### src/wpm_pkg.sv
package wpm_pkg;

    // Register byte offsets
    localparam logic [7:0] OFS_CTRL   = 8'h00;
    localparam logic [7:0] OFS_PMC    = 8'h04;
    localparam logic [7:0] OFS_PMCSR  = 8'h08;
    localparam logic [7:0] OFS_OPTION = 8'h0c;
    localparam logic [7:0] OFS_STATUS = 8'h10;
    localparam logic [7:0] OFS_CRC0   = 8'h20;

    // Option register bit positions
    localparam int OPT_WAKE_SIG_EN   = 0;
    localparam int OPT_LINK_WAKE_EN  = 4;
    localparam int OPT_PATTERN_EN    = 5;
    localparam int OPT_LEGACY_GATING = 8;
    localparam int OPT_DIRECT_WAKE   = 9;
    localparam int OPT_LEGACY_EN     = 10;
    localparam int OPT_FRAME_EN_LSB  = 16;

    // Power management control/status fields
    localparam int PMCSR_STATE_LSB = 0;
    localparam int PMCSR_PME_EN    = 8;
    localparam int PMCSR_PME_STAT  = 15;

    // Capability fields cleared without auxiliary power
    localparam logic [15:0] PMC_AUX_MASK  = 16'h81c0;
    localparam int          PMC_SUPP_LSB  = 11;
    localparam logic [15:0] PMC_RESET     = 16'h0000;
    localparam logic [31:0] OPTION_RESET  = 32'h0000_0000;

    localparam int NUM_FRAMES   = 5;
    localparam int NUM_SHORT    = 2;
    localparam int SHORT_LEN    = 64;
    localparam int LONG_LEN     = 128;
    localparam int SYNC_BYTES   = 6;
    localparam int ADDR_REPEATS = 16;
    localparam logic [15:0] CRC16_POLY = 16'h8005;

    typedef enum logic [1:0] {
        WPM_D0,
        WPM_D1,
        WPM_D2,
        WPM_D3
    } wpm_pstate_type;

    typedef enum {
        WPM_HUNT,
        WPM_SYNC,
        WPM_ADDR,
        WPM_FOUND
    } wpm_pat_type;

    // One received byte from the network receive path
    typedef struct packed {
        logic       valid;
        logic       first;
        logic       last;
        logic [7:0] data;
    } wpm_rxbyte_type;

    // End-of-frame verdict of the receive path
    typedef struct packed {
        logic addr_ok;
        logic crc_ok;
    } wpm_rxinfo_type;

endpackage

### src/wpm_top.sv
// Overview of operation
// RL1: Low power halts receive machine yet keeps watching for wake events.
// RL2: Low power: no packet status into interrupt status, no FIFO writes.
// RL3: Receive FIFO contents and status are held untouched in low power.
// RL4: Low power stops transmit and bus mastering, transmit FIFO kept.
// RL5: Back in D0, DMA resumes where stopped, unfinished packet resent whole.
// RL6: Capability bit15 and bits 8:6 zeroed without aux power, else copied.
// RL7: Link wake needs link wake enable, signal enable, allowed state, relink.
// RL8: Pattern wake needs good address, good CRC, enables, allowed state.
// RL9: Pattern is six 0xff bytes then sixteen station address copies.
// RL10: Wake frame needs address, CRC, signal enable and CRC or direct wake.
// RL11: Five wake frames: two over bytes 0..63, three over 0..127.
// RL12: Event output needs both enables, allowed state or isolation, event.
// RL13: Writing one to event status clears it and drops the event output.
// RL14: In D1..D3 I/O, memory and boot ROM decode are disabled.
// RL15: Bus reset returns power state to D0.
// RL16: Power state writes take effect at once.
// RL17: Legacy wake gated by event output and isolation when gating set.
// RL18: EEPROM option bit enables or disables legacy wake entirely.
// RL19: Default capability gives no event support from D0.
// RL20: Wake event sets sticky status held until software clears it.
`timescale 1ns/1ps
module wpm_top (
    input  wire logic                   CLK,
    input  wire logic                   RST_N,
    input  wire logic                   HSEL,
    input  wire logic [31:0]            HADDR,
    input  wire logic [1:0]             HTRANS,
    input  wire logic                   HWRITE,
    input  wire logic [2:0]             HSIZE,
    input  wire logic [31:0]            HWDATA,
    input  wire logic                   HREADY,
    output logic      [31:0]            HRDATA,
    output logic                        HREADYOUT,
    output logic                        HRESP,
    input  wire logic [15:0]            EE_PMC,
    input  wire logic                   EE_LEGACY_EN,
    input  wire logic                   AUX_POWER,
    input  wire logic [47:0]            STATION_ADDR,
    input  wire logic                   ISOLATION_N,
    input  wire logic                   LINK_UP,
    input  wire wpm_pkg::wpm_rxbyte_type RX_BYTE,
    input  wire wpm_pkg::wpm_rxinfo_type RX_INFO,
    input  wire logic                   RX_END,
    input  wire logic                   TX_BUSY,
    output logic                        RX_HALT,
    output logic                        RX_STATUS_EN,
    output logic                        RX_FIFO_WR_EN,
    output logic                        TX_HALT,
    output logic                        DMA_HALT,
    output logic                        TX_RESTART,
    output logic                        IO_DECODE_EN,
    output logic                        MEM_DECODE_EN,
    output logic                        ROM_DECODE_EN,
    output logic                        POWER_EVENT_OUT_N,
    output logic                        LEGACY_WAKE_OUT
);

    logic                   rst_meta;
    logic                   rst_sync_n;
    logic                   ph_valid;
    logic                   ph_write;
    logic [7:0]             ph_addr;
    logic [31:0]            option_reg;
    logic [15:0]            pmc;
    wpm_pkg::wpm_pstate_type pstate;
    logic                   pme_en;
    logic                   pme_status;
    logic [15:0]            frame_crc [wpm_pkg::NUM_FRAMES];
    logic                   link_q;
    logic                   tx_cut;
    logic [15:0]            run_crc;
    logic [7:0]             byte_cnt;
    wpm_pkg::wpm_pat_type   pat_st;
    logic [2:0]             sync_cnt;
    logic [6:0]             addr_cnt;
    logic                   pat_seen;
    logic [15:0]            crc_short;
    logic [15:0]            crc_long;
    logic [7:0]             last_data;

    always_ff @(posedge CLK or negedge RST_N) begin
        if (!RST_N) begin
            rst_meta   <= 1'b0;
            rst_sync_n <= 1'b0;
        end else begin
            rst_meta   <= 1'b1;
            rst_sync_n <= rst_meta;
        end
    end

    // Power state decode
    wire low_power  = (pstate != wpm_pkg::WPM_D0);
    wire wake_sig   = option_reg[wpm_pkg::OPT_WAKE_SIG_EN];
    // Support bit index 11+state; D3 uses the hot bit here
    wire [4:0] supp = pmc[15:wpm_pkg::PMC_SUPP_LSB];
    wire state_ok   = supp[pstate];                                            // RL19
    wire signal_ok  = state_ok || !ISOLATION_N;

    assign RX_HALT       = low_power;                                          // RL1
    assign RX_STATUS_EN  = !low_power;                                         // RL2
    assign RX_FIFO_WR_EN = !low_power;                                         // RL2 RL3
    assign TX_HALT       = low_power;                                          // RL4
    assign DMA_HALT      = low_power;                                          // RL4 RL5
    assign IO_DECODE_EN  = !low_power;                                         // RL14
    assign MEM_DECODE_EN = !low_power;                                         // RL14
    assign ROM_DECODE_EN = !low_power;                                         // RL14

    // AHB-Lite slave, zero wait states
    wire take = HSEL && HREADY && HTRANS[1];
    assign HREADYOUT = 1'b1;
    assign HRESP     = 1'b0;

    wire wr          = ph_valid && ph_write;
    wire wr_ctrl     = wr && (ph_addr == wpm_pkg::OFS_CTRL);
    wire wr_pmcsr    = wr && (ph_addr == wpm_pkg::OFS_PMCSR);
    wire wr_option   = wr && (ph_addr == wpm_pkg::OFS_OPTION);
    wire [15:0] pmcsr_rd = {pme_status, 6'h00, pme_en, 6'h00, pstate};

    always_ff @(posedge CLK or negedge rst_sync_n) begin
        if (!rst_sync_n) begin
            ph_valid <= 1'b0;
            ph_write <= 1'b0;
            ph_addr  <= 8'h00;
        end else begin
            ph_valid <= take;
            ph_write <= HWRITE;
            ph_addr  <= HADDR[7:0];
        end
    end

    wire [31:0] rd_word =
        (HADDR[7:0] == wpm_pkg::OFS_PMC)    ? {16'h0000, pmc} :
        (HADDR[7:0] == wpm_pkg::OFS_PMCSR)  ? {16'h0000, pmcsr_rd} :
        (HADDR[7:0] == wpm_pkg::OFS_OPTION) ? option_reg :
        (HADDR[7:0] == wpm_pkg::OFS_STATUS) ? {28'h0000000, LINK_UP, pat_seen,
                                                low_power, pme_status} :
        (HADDR[7:0] >= wpm_pkg::OFS_CRC0 && HADDR[7:0] < 8'h34)
            ? {16'h0000, frame_crc[3'(HADDR[4:2])]} : 32'h0000_0000;

    always_ff @(posedge CLK or negedge rst_sync_n) begin
        if (!rst_sync_n)
            HRDATA <= 32'h0000_0000;
        else if (take && !HWRITE)
            HRDATA <= rd_word;
    end

    // Capability reloaded from EE_PMC every cycle after reset release; aux power gates the D3cold fields
    always_ff @(posedge CLK or negedge rst_sync_n) begin
        if (!rst_sync_n)
            pmc <= wpm_pkg::PMC_RESET;
        else
            pmc <= AUX_POWER ? EE_PMC : (EE_PMC & ~wpm_pkg::PMC_AUX_MASK);  // RL6
    end

    always_ff @(posedge CLK or negedge rst_sync_n) begin
        if (!rst_sync_n)
            option_reg <= wpm_pkg::OPTION_RESET;
        else if (wr_option)
            option_reg <= HWDATA;
    end

    // Reset returns D0; writes change state the same cycle
    always_ff @(posedge CLK or negedge rst_sync_n) begin
        if (!rst_sync_n) begin
            pstate <= wpm_pkg::WPM_D0;                                         // RL15
            pme_en <= 1'b0;
        end else if (wr_pmcsr) begin
            pstate <= wpm_pkg::wpm_pstate_type'(HWDATA[1:0]);                  // RL16
            pme_en <= HWDATA[wpm_pkg::PMCSR_PME_EN];
        end
    end

    generate
        for (genvar i = 0; i < wpm_pkg::NUM_FRAMES; i++) begin : g_crc
            always_ff @(posedge CLK or negedge rst_sync_n) begin
                if (!rst_sync_n)
                    frame_crc[i] <= 16'h0000;
                else if (wr && ph_addr == 8'(wpm_pkg::OFS_CRC0 + 4 * i))
                    frame_crc[i] <= HWDATA[15:0];
            end
        end
    endgenerate

    // Transmit restart: a packet cut by low power is resent from its start
    always_ff @(posedge CLK or negedge rst_sync_n) begin
        if (!rst_sync_n) begin
            tx_cut     <= 1'b0;
            TX_RESTART <= 1'b0;
        end else begin
            TX_RESTART <= tx_cut && !low_power;                                // RL5
            if (low_power && TX_BUSY)
                tx_cut <= 1'b1;
            else if (!low_power)
                tx_cut <= 1'b0;
        end
    end

    // Link restore edge
    always_ff @(posedge CLK or negedge rst_sync_n) begin
        if (!rst_sync_n)
            link_q <= 1'b0;
        else
            link_q <= LINK_UP;
    end
    wire link_restored_event = LINK_UP && !link_q;
    wire link_wake = link_restored_event && wake_sig && signal_ok             // RL7
                     && option_reg[wpm_pkg::OPT_LINK_WAKE_EN];

    // Pattern matcher over the byte stream
    wire [7:0] rx_d   = RX_BYTE.data;
    wire [2:0] a_idx  = 3'(addr_cnt % 7'd6);
    wire [7:0] a_byte = STATION_ADDR[8'(47 - 8 * a_idx) -: 8];

    always_ff @(posedge CLK or negedge rst_sync_n) begin
        if (!rst_sync_n) begin
            pat_st   <= wpm_pkg::WPM_HUNT;
            sync_cnt <= 3'h0;
            addr_cnt <= 7'h00;
        end else if (RX_BYTE.valid) begin
            if (RX_BYTE.first) begin
                pat_st   <= (rx_d == 8'hff) ? wpm_pkg::WPM_SYNC : wpm_pkg::WPM_HUNT;
                sync_cnt <= (rx_d == 8'hff) ? 3'h1 : 3'h0;
                addr_cnt <= 7'h00;
            end else begin
                case (pat_st)
                    wpm_pkg::WPM_HUNT: begin
                        pat_st   <= (rx_d == 8'hff) ? wpm_pkg::WPM_SYNC : wpm_pkg::WPM_HUNT;
                        sync_cnt <= (rx_d == 8'hff) ? 3'h1 : 3'h0;
                    end
                    wpm_pkg::WPM_SYNC: begin                                   // RL9
                        if (rx_d == 8'hff) begin
                            if (sync_cnt != 3'(wpm_pkg::SYNC_BYTES))
                                sync_cnt <= sync_cnt + 3'h1;
                        end else if (sync_cnt == 3'(wpm_pkg::SYNC_BYTES)
                                     && rx_d == STATION_ADDR[47:40]) begin
                            pat_st   <= wpm_pkg::WPM_ADDR;
                            addr_cnt <= 7'h01;
                        end else if (sync_cnt != 3'(wpm_pkg::SYNC_BYTES)) begin
                            pat_st   <= wpm_pkg::WPM_HUNT;
                            sync_cnt <= 3'h0;
                        end
                    end
                    wpm_pkg::WPM_ADDR: begin
                        if (rx_d != a_byte) begin
                            pat_st   <= (rx_d == 8'hff) ? wpm_pkg::WPM_SYNC : wpm_pkg::WPM_HUNT;
                            sync_cnt <= (rx_d == 8'hff) ? 3'h1 : 3'h0;
                        end else if (addr_cnt == 7'(6 * wpm_pkg::ADDR_REPEATS - 1))
                            pat_st <= wpm_pkg::WPM_FOUND;
                        else
                            addr_cnt <= addr_cnt + 7'h01;
                    end
                    default: pat_st <= wpm_pkg::WPM_FOUND;
                endcase
            end
        end
    end

    // Frame CRC over the first bytes; taps at the short and long window ends
    wire [15:0] crc_in = RX_BYTE.first ? 16'hffff : run_crc;
    logic [15:0] next_crc;
    always_comb begin
        next_crc = crc_in;
        for (int b = 0; b < 8; b++) begin
            if (next_crc[15] ^ rx_d[b])
                next_crc = (next_crc << 1) ^ wpm_pkg::CRC16_POLY;
            else
                next_crc = next_crc << 1;
        end
    end

    wire [7:0] cnt_in = RX_BYTE.first ? 8'h00 : byte_cnt;
    always_ff @(posedge CLK or negedge rst_sync_n) begin
        if (!rst_sync_n) begin
            run_crc   <= 16'hffff;
            byte_cnt  <= 8'h00;
            crc_short <= 16'h0000;
            crc_long  <= 16'h0000;
            last_data <= 8'h00;
        end else if (RX_BYTE.valid) begin
            last_data <= rx_d;
            if (cnt_in < 8'(wpm_pkg::LONG_LEN)) begin                          // RL11
                run_crc  <= next_crc;
                byte_cnt <= cnt_in + 8'h01;
            end
            if (cnt_in == 8'(wpm_pkg::SHORT_LEN - 1))
                crc_short <= next_crc;
            if (cnt_in == 8'(wpm_pkg::LONG_LEN - 1))
                crc_long <= next_crc;
        end
    end

    logic [wpm_pkg::NUM_FRAMES-1:0] frame_hit;
    generate
        for (genvar i = 0; i < wpm_pkg::NUM_FRAMES; i++) begin : g_hit
            if (i < wpm_pkg::NUM_SHORT) begin : g_s
                assign frame_hit[i] = option_reg[wpm_pkg::OPT_FRAME_EN_LSB + i]
                                      && crc_short == frame_crc[i];
            end else begin : g_l
                assign frame_hit[i] = option_reg[wpm_pkg::OPT_FRAME_EN_LSB + i]
                                      && crc_long == frame_crc[i];
            end
        end
    endgenerate

    wire frame_good = RX_END && RX_INFO.addr_ok && RX_INFO.crc_ok;
    wire pattern_wake = frame_good && pat_st == wpm_pkg::WPM_FOUND            // RL8
                        && option_reg[wpm_pkg::OPT_PATTERN_EN]
                        && wake_sig && signal_ok;
    wire frame_wake = frame_good && wake_sig                                   // RL10
                      && (|frame_hit || option_reg[wpm_pkg::OPT_DIRECT_WAKE]);
    wire wake_event = link_wake || pattern_wake || frame_wake;

    always_ff @(posedge CLK or negedge rst_sync_n) begin
        if (!rst_sync_n)
            pat_seen <= 1'b0;
        else if (pattern_wake)
            pat_seen <= 1'b1;
        else if (wr_ctrl && HWDATA[0])
            pat_seen <= 1'b0;
    end

    // Sticky status; a new event beats a same-cycle clear
    always_ff @(posedge CLK or negedge rst_sync_n) begin
        if (!rst_sync_n)
            pme_status <= 1'b0;
        else if (wake_event)
            pme_status <= 1'b1;                                                // RL20
        else if (wr_pmcsr && HWDATA[wpm_pkg::PMCSR_PME_STAT])
            pme_status <= 1'b0;                                                // RL13
    end

    wire pme_active = pme_status && pme_en && wake_sig && signal_ok;           // RL12
    assign POWER_EVENT_OUT_N = !pme_active;

    wire legacy_raw = option_reg[wpm_pkg::OPT_LEGACY_GATING]
                      ? (pme_active && !ISOLATION_N)                            // RL17
                      : pme_status;
    assign LEGACY_WAKE_OUT = legacy_raw && EE_LEGACY_EN;                       // RL18

endmodule // wpm_top

### config.mk
export PLATFORM = sky130hd
export DESIGN_NAME = wpm_top
export DESIGN_NICKNAME = d
export VERILOG_FILES = /design/src/wpm_pkg.sv /design/src/wpm_top.sv
export SDC_FILE = /design/constraint.sdc
export NUM_CORES = 1
export LEC_CHECK = 0
export BUFFER_PORTS_ARGS = -buffer_cell sky130_fd_sc_hd__buf_2
export CORE_MARGIN = 2
export CORE_UTILIZATION = 62
export CTS_CLUSTER_SIZE = 40
export DETAILED_ROUTE_END_ITERATION = 6
export HOLD_SLACK_MARGIN = 0.12
export PLACE_DENSITY = 0.94
export SKIP_LAST_GASP = 1
export SLEW_MARGIN = 10
export SYNTH_ARGS = -nofsm -noshare
export SYNTH_HDL_FRONTEND = slang
export SYNTH_SLANG_ARGS = --single-unit
### constraint.sdc
create_clock -name CLK -period 14.8 [get_ports CLK]
set_clock_uncertainty 0.15 [all_clocks]
set_input_delay 0.74 -clock CLK [delete_from_list [all_inputs] [get_ports CLK]]
set_output_delay 0.74 -clock CLK [all_outputs]
set_load 0.005 [all_outputs]
======== After elaboration in Yosys (flattened, before gate mapping) ========
Index checks and enable logic that the tools add are counted.
storage, ports and cells
  logic and storage cells ................. 205
  output and inout port bits .............. 45
  flip-flop bits (word level) ............. 278
  input port bits ......................... 157
cells by class
  mux-type cells .......................... 50
  order comparisons ....................... 5
  shifts and indexed selects .............. 1
  reduce and logical (&&, ||, !) cells .... 63
  $add $sub $neg .......................... 4
  eq/ne operators ......................... 37
  bitwise operators ....................... 17
  div/mod/pow operators ................... 1
operator list
  operator                                        number
  2-to-1 mux 32 bit                               9
  2-to-1 mux 16 bit                               14
  case mux 32 bit (3 select lines)                1
  == test 16 bit                                  5
  indexed part select 55 x 9 -> 8 bit             1
  binary-select mux 16 bit (select 3 bit)         1
  == test 8 x 6 -> 1 bit, second input constant   6
  logical AND 1 bit                               40
  2-to-1 mux 7 bit                                5
  == test 32 x 1 -> 1 bit, second input constant  1
  == test 32 x 2 -> 1 bit, second input constant  1
  == test 32 x 3 -> 1 bit, second input constant  1
  == test 8 x 4 -> 1 bit, second input constant   4
  logical NOT 32 bit                              1
  NOT 3 bit                                       8
  != test 3 bit, second input constant            7
  2-to-1 mux 3 bit                                6
  case mux 7 bit (2 select lines)                 1
  != test 4 bit, second input constant            3
  2-to-1 mux 1 bit                                10
  case mux 3 bit (3 select lines)                 1
  adder 8 x 1 -> 8 bit, second input constant     1
  == test 8 x 3 -> 1 bit, second input constant   1
  == test 8 x 5 -> 1 bit, second input constant   1
  31 further kinds                                49

======== Depth between registers and ports, before layout ========
  depth after elaboration ................. 17
  gate-level depth with buffers ........... 22
  gate-level depth less buffers ........... 18

======== Worst setup path before layout ========
OpenSTA, ideal clock, no wires.
  path type ............................... reg-to-reg
  start point ............................. register addr_cnt[6]
  end point ............................... register addr_cnt[0]
  arrival ................................. 4.507 ns
  required time ........................... 14.525 ns
  clock period less this slack ............ 4.782 ns
  setup time .............................. 0.125 ns
  path buffers ............................ 3
  stages on the path, launching flop included .. 21
  setup slack ............................. 10.018 ns
  cells stage by stage .................... dfrtp_1 -> buf_4 -> xor2_1 -> a211oi_1 -> o211ai_2 -> ha_1 -> a221oi_2 -> o211ai_2 -> a211o_1 -> buf_6 -> nand2_1 -> inv_1 -> ha_1 -> clkbuf_1 -> nand2b_1 -> or4_1 -> a21boi_2 -> o2111ai_2 -> nor4_4 -> a21o_4 -> mux2_4
on the way
  word-level cells in the longest chain between the ends .. 6
  elaborated cells between the ends (all ways) .. 8
  classes of those cells .................. add/sub (1); div (1); eq/ne (4); shift (1); reduce/logical (1)
ends and longest elaborated chain
  what                                 line            text
  start, declared                      wpm_top.sv:76   logic [6:0] addr_cnt;
  start signal, assigned               wpm_top.sv:251  addr_cnt <= addr_cnt + 7'h01;
  modulo 7 x 3 -> 7 bit                wpm_top.sv:212  wire [2:0] a_idx = 3'(addr_cnt % 7'd6);
  subtractor 6 x 6 -> 7 bit            wpm_top.sv:213  wire [7:0] a_byte = STATION_ADDR[8'(47 - 8 * a_idx) -: 8];
  indexed part select 55 x 9 -> 8 bit  wpm_top.sv:213
  != test 8 bit                        wpm_top.sv:245  if (rx_d != a_byte) begin
  != test 3 bit (no line)              n/a
  AND reduction 6 bit (no line) *      n/a
Mark *: on every way between the ends. The rest lies on a longest branch, timed or not.
A chain may end at the register's enable or synchronous reset.

======== Worst setup path in the final report ========
  start point ............................. register addr_cnt[3]
  end point ............................... register addr_cnt[0]
The elaborated chain is that of the path after synthesis.

==> results.toml <==
[status]
outcome = "completed"

[synth]
yosys_most_used_dff = "dfrtp_1"
ys_top_cells_by_area = "dfrtp_1, mux2_2, xnor2_1"
synth_area_per_cell_um2 = 11.2
synth_area_um2 = 13000
yosys_warning_total = 0
synth_top_cell_by_area = "dfrtp_1"
synth_enable_flop_cells = 0
netlist-cell-type-count = 85
synthesis.instances = 1163
async_set_reset_flop_share_out_of_synthesis_pct = 100
synth.yosys.seq_area_share_pct = 47.8
area_share_of_the_leading_cell_type_in_the_synthesized_netlist_pct = 44.5
synth.cells.most_frequent = "dfrtp_1, mux2_2, xnor2_1"
post-synth-top-count-cell = "dfrtp_1"
synth-seq-cells = 248

[routing]
sum_of_routed_wire_segments_on_met1_um = 13000
post_route_antenna_net_violation_count = 0
met3RoutedLength_um = 3310
dr.pass1.iters = 6
routed.top_layer = "met4"
route.detailed.drc = 0
route.met2.wl_um = 17400
drt-vias-per-instance = 6.46
drt-initial-drc-count = 901
finalWirelength_um = 35800
avgRoutedWirePerCell_um = 22.5
dr_total_vias = 10300

[timing]
number_of_endpoints_failing_setup_at_the_final_stage = 0
max_freq_mhz = 164
report.final.slew_viol_count = 0
final_total_negative_setup_slack_ps = 0
worst_slew_pin_slew_ps = 1210
slew_headroom_pct = 19.1
final_critical_path_setup_slack_ps = 8710
hold_viol_final = 0
rsz0062_at_grt = "no"
period_minus_slack_ps = 6090
period_utilisation_layout_pct = 41.1

[worst_setup_path]
crit_path_end_kind = "register"
crit_path_max_fanout = 17
startpoint_type = "register"
critPathKind = "register to register"
cp_data_arrival_time_ps = 6340
worst-path-buf-inv = 1
path_cells = "and4b_2 > a211oi_1 > o211ai_2 > ha_1 > a221oi_2 > o211ai_2 > a22oi_1 > nand2_1 > inv_1 > ha_1 > nand2b_1 > or4_1 > a21boi_2 > o2111ai_2 > nor4_4 > a21o_4 > mux2_4"
critical_path.max_stage_delay_ps = 790
cell_family_with_most_cp_delay = "compound AO/OA/AOI/OAI gates"
data_required_critical_path_ps = 15060
slowest_stage = "a22oi_1"

[floorplanning]
io-pin-count = 202
chipHeight_um = 149
initial_utilization_pct = 62.6
floorplan.die.width_um = 149
row_count = 53
dieArea_um2 = 22200
core_region_area_um2 = 20800

[layout]
synthToLayoutAreaGrowth_pct = 13.9
antenna_cells = 0
largest_register_ffs = 80
total_number_of_nets_in_the_final_design = 1462
finish.cell_count_without_fillers = 1591
post-route-cell-area_um2 = 14800
final_layout_size_suffix_gt1_share_pct = 31.6

[grt]
grt_max_degree = 85
globalRouteOverflowTotal = 0
grt_use_total_pct = 32.2
grt_antenna_before_repair = 0
grt_pass1_wl_um = 56000
grt_pass1_vias = 10400

[pwr]
total_power_per_unit_cell_area_nw_per_um2 = 117
leakagePower_nw = 6.49
irDropWorstVdd_uv = 65.4
power_mw = 1.73

[place]
dp.final_hpwl_um = 23800
port_buffers = 170
dpl.cell_count = 1544
dpl_cell_area_um2 = 14000
dpl_worst_slack_ps = 8800
gp_congestion = 0.906

[cts]
clock-sinks = 248
clock_tree.buffer_depth = 3
tritoncts = "done"
clock_latency_ps = 550
clk_pin_slew_ps = 70
htree_levels = 1
cts_inserted_buffers = 25
cts.root.buffer_cell = "clkbuf_16"

[worst_hold_path]
min-delay-path-class = "input pin to register"

[job]
maxCapViolations = 0
-- cells in the final DEF (no fill, tap or decap), types with 4 or more instances in the layout --
cell type / Yosys / final
clkbuf_16: 0 / 25
or2_2: 4 / 4
xor2_1: 6 / 6
bufinv_16: 0 / 4
mux2_2: 143 / 143
nor4_1: 9 / 9
dfstp_2: 16 / 16
nand4_1: 31 / 31
a22oi_1: 4 / 4
a22o_1: 19 / 19
o21ai_0: 59 / 59
a211oi_1: 11 / 11
and3_1: 7 / 7
mux4_2: 13 / 13
buf_4: 11 / 9
nand2_1: 97 / 97
buf_2: 5 / 170
nand2b_1: 6 / 6
nor3_1: 12 / 12
ha_1: 8 / 8
a31oi_1: 11 / 11
nor2b_1: 7 / 7
dfrtp_1: 232 / 231
and2_1: 10 / 10
nand3_1: 23 / 23
nor2_1: 57 / 57
xnor2_1: 120 / 120
o22a_1: 11 / 11
clkbuf_1: 45 / 6
inv_1: 15 / 15
mux2i_1: 39 / 39
o211ai_1: 4 / 4
a21oi_1: 30 / 30
-- repair_timing --
item	in CTS	in global routing
endpoints found under the setup margin	0	0
endpoints found under the hold margin	2	0
setup buffers	0	0
gates resized for setup	0	0
hold buffers	1	0
-- area by class of cell --
cell class / instances / area [um2]
sequential: 248 / 6230
multi-input combinational: 825 / 6400
inverter: 17 / 63.8
timing repair buffer: 180 / 928
clock inverter: 12 / 186
fill: 1309 / 5980
clock buffer: 34 / 689
tap: 275 / 344
-- report_power, final --
group          total [mW]  internal [mW]  switching (mW)
registers           0.778          0.733          0.0450
logic               0.278          0.122           0.156
clock network       0.675          0.400           0.275
-- stage by stage --
stage / util (%) / hold slack, ps
2_1_floorplan: - / 181
3_3_place_gp: 67.0 / 193
3_5_place_dp: 67.0 / 198
4_1_cts: 71.3 / 140
5_1_grt: 71.3 / 143
6_report: 71.3 / 149
-- worst paths after layout --
kind / start / end / slack [ps] / cells after the start
setup / recovery: addr_cnt[3]$_DFFE_PN0P_ / addr_cnt[0]$_DFFE_PN0P_ / 8710 / 17
hold / removal: EE_PMC[11] / pmc[11]$_DFF_PN0_ / 150 / 1
setup reg to reg: addr_cnt[3]$_DFFE_PN0P_ / addr_cnt[0]$_DFFE_PN0P_ / 8710 / 17
hold reg to reg: rst_meta$_DFF_PN0_ / rst_sync_n$_DFF_PN0_ / 220 / 0
max in group asynchronous: rst_sync_n$_DFF_PN0_ / HRDATA[3]$_DFFE_PN0P_ / 12450 / 1
min in group asynchronous: RST_N / rst_meta$_DFF_PN0_ / 370 / 2
-- cell families (layout without fill, tap and decap cells) --
group / count (synthesis) / count (layout) / synth area share (%)
AND/OR/NAND/NOR: 294 / 294 / 11.5
flip-flops: 248 / 248 / 47.8
AO/OA/AOI/OAI: 198 / 198 / 10.6
multiplexers: 196 / 196 / 17.7
XOR/XNOR: 126 / 126 / 8.47
buffers and inverters: 91 / 243 / 3.16
adder cells (fa/ha/maj): 8 / 8 / 0.768
other: 2 / 3 / 0.0576
-- per-layer routing --
| metal | GRT usage (%) | vias to the layer above |
|---|---|---|
| met4 | 16.9 | 0 |
| met5 | 0 | - |
| li1 | - | 4443 |
| met3 | 5.29 | 166 |
| met2 | 54.6 | 652 |
| met1 | 39.9 | 5022 |
(Power assumes the default switching activity.)
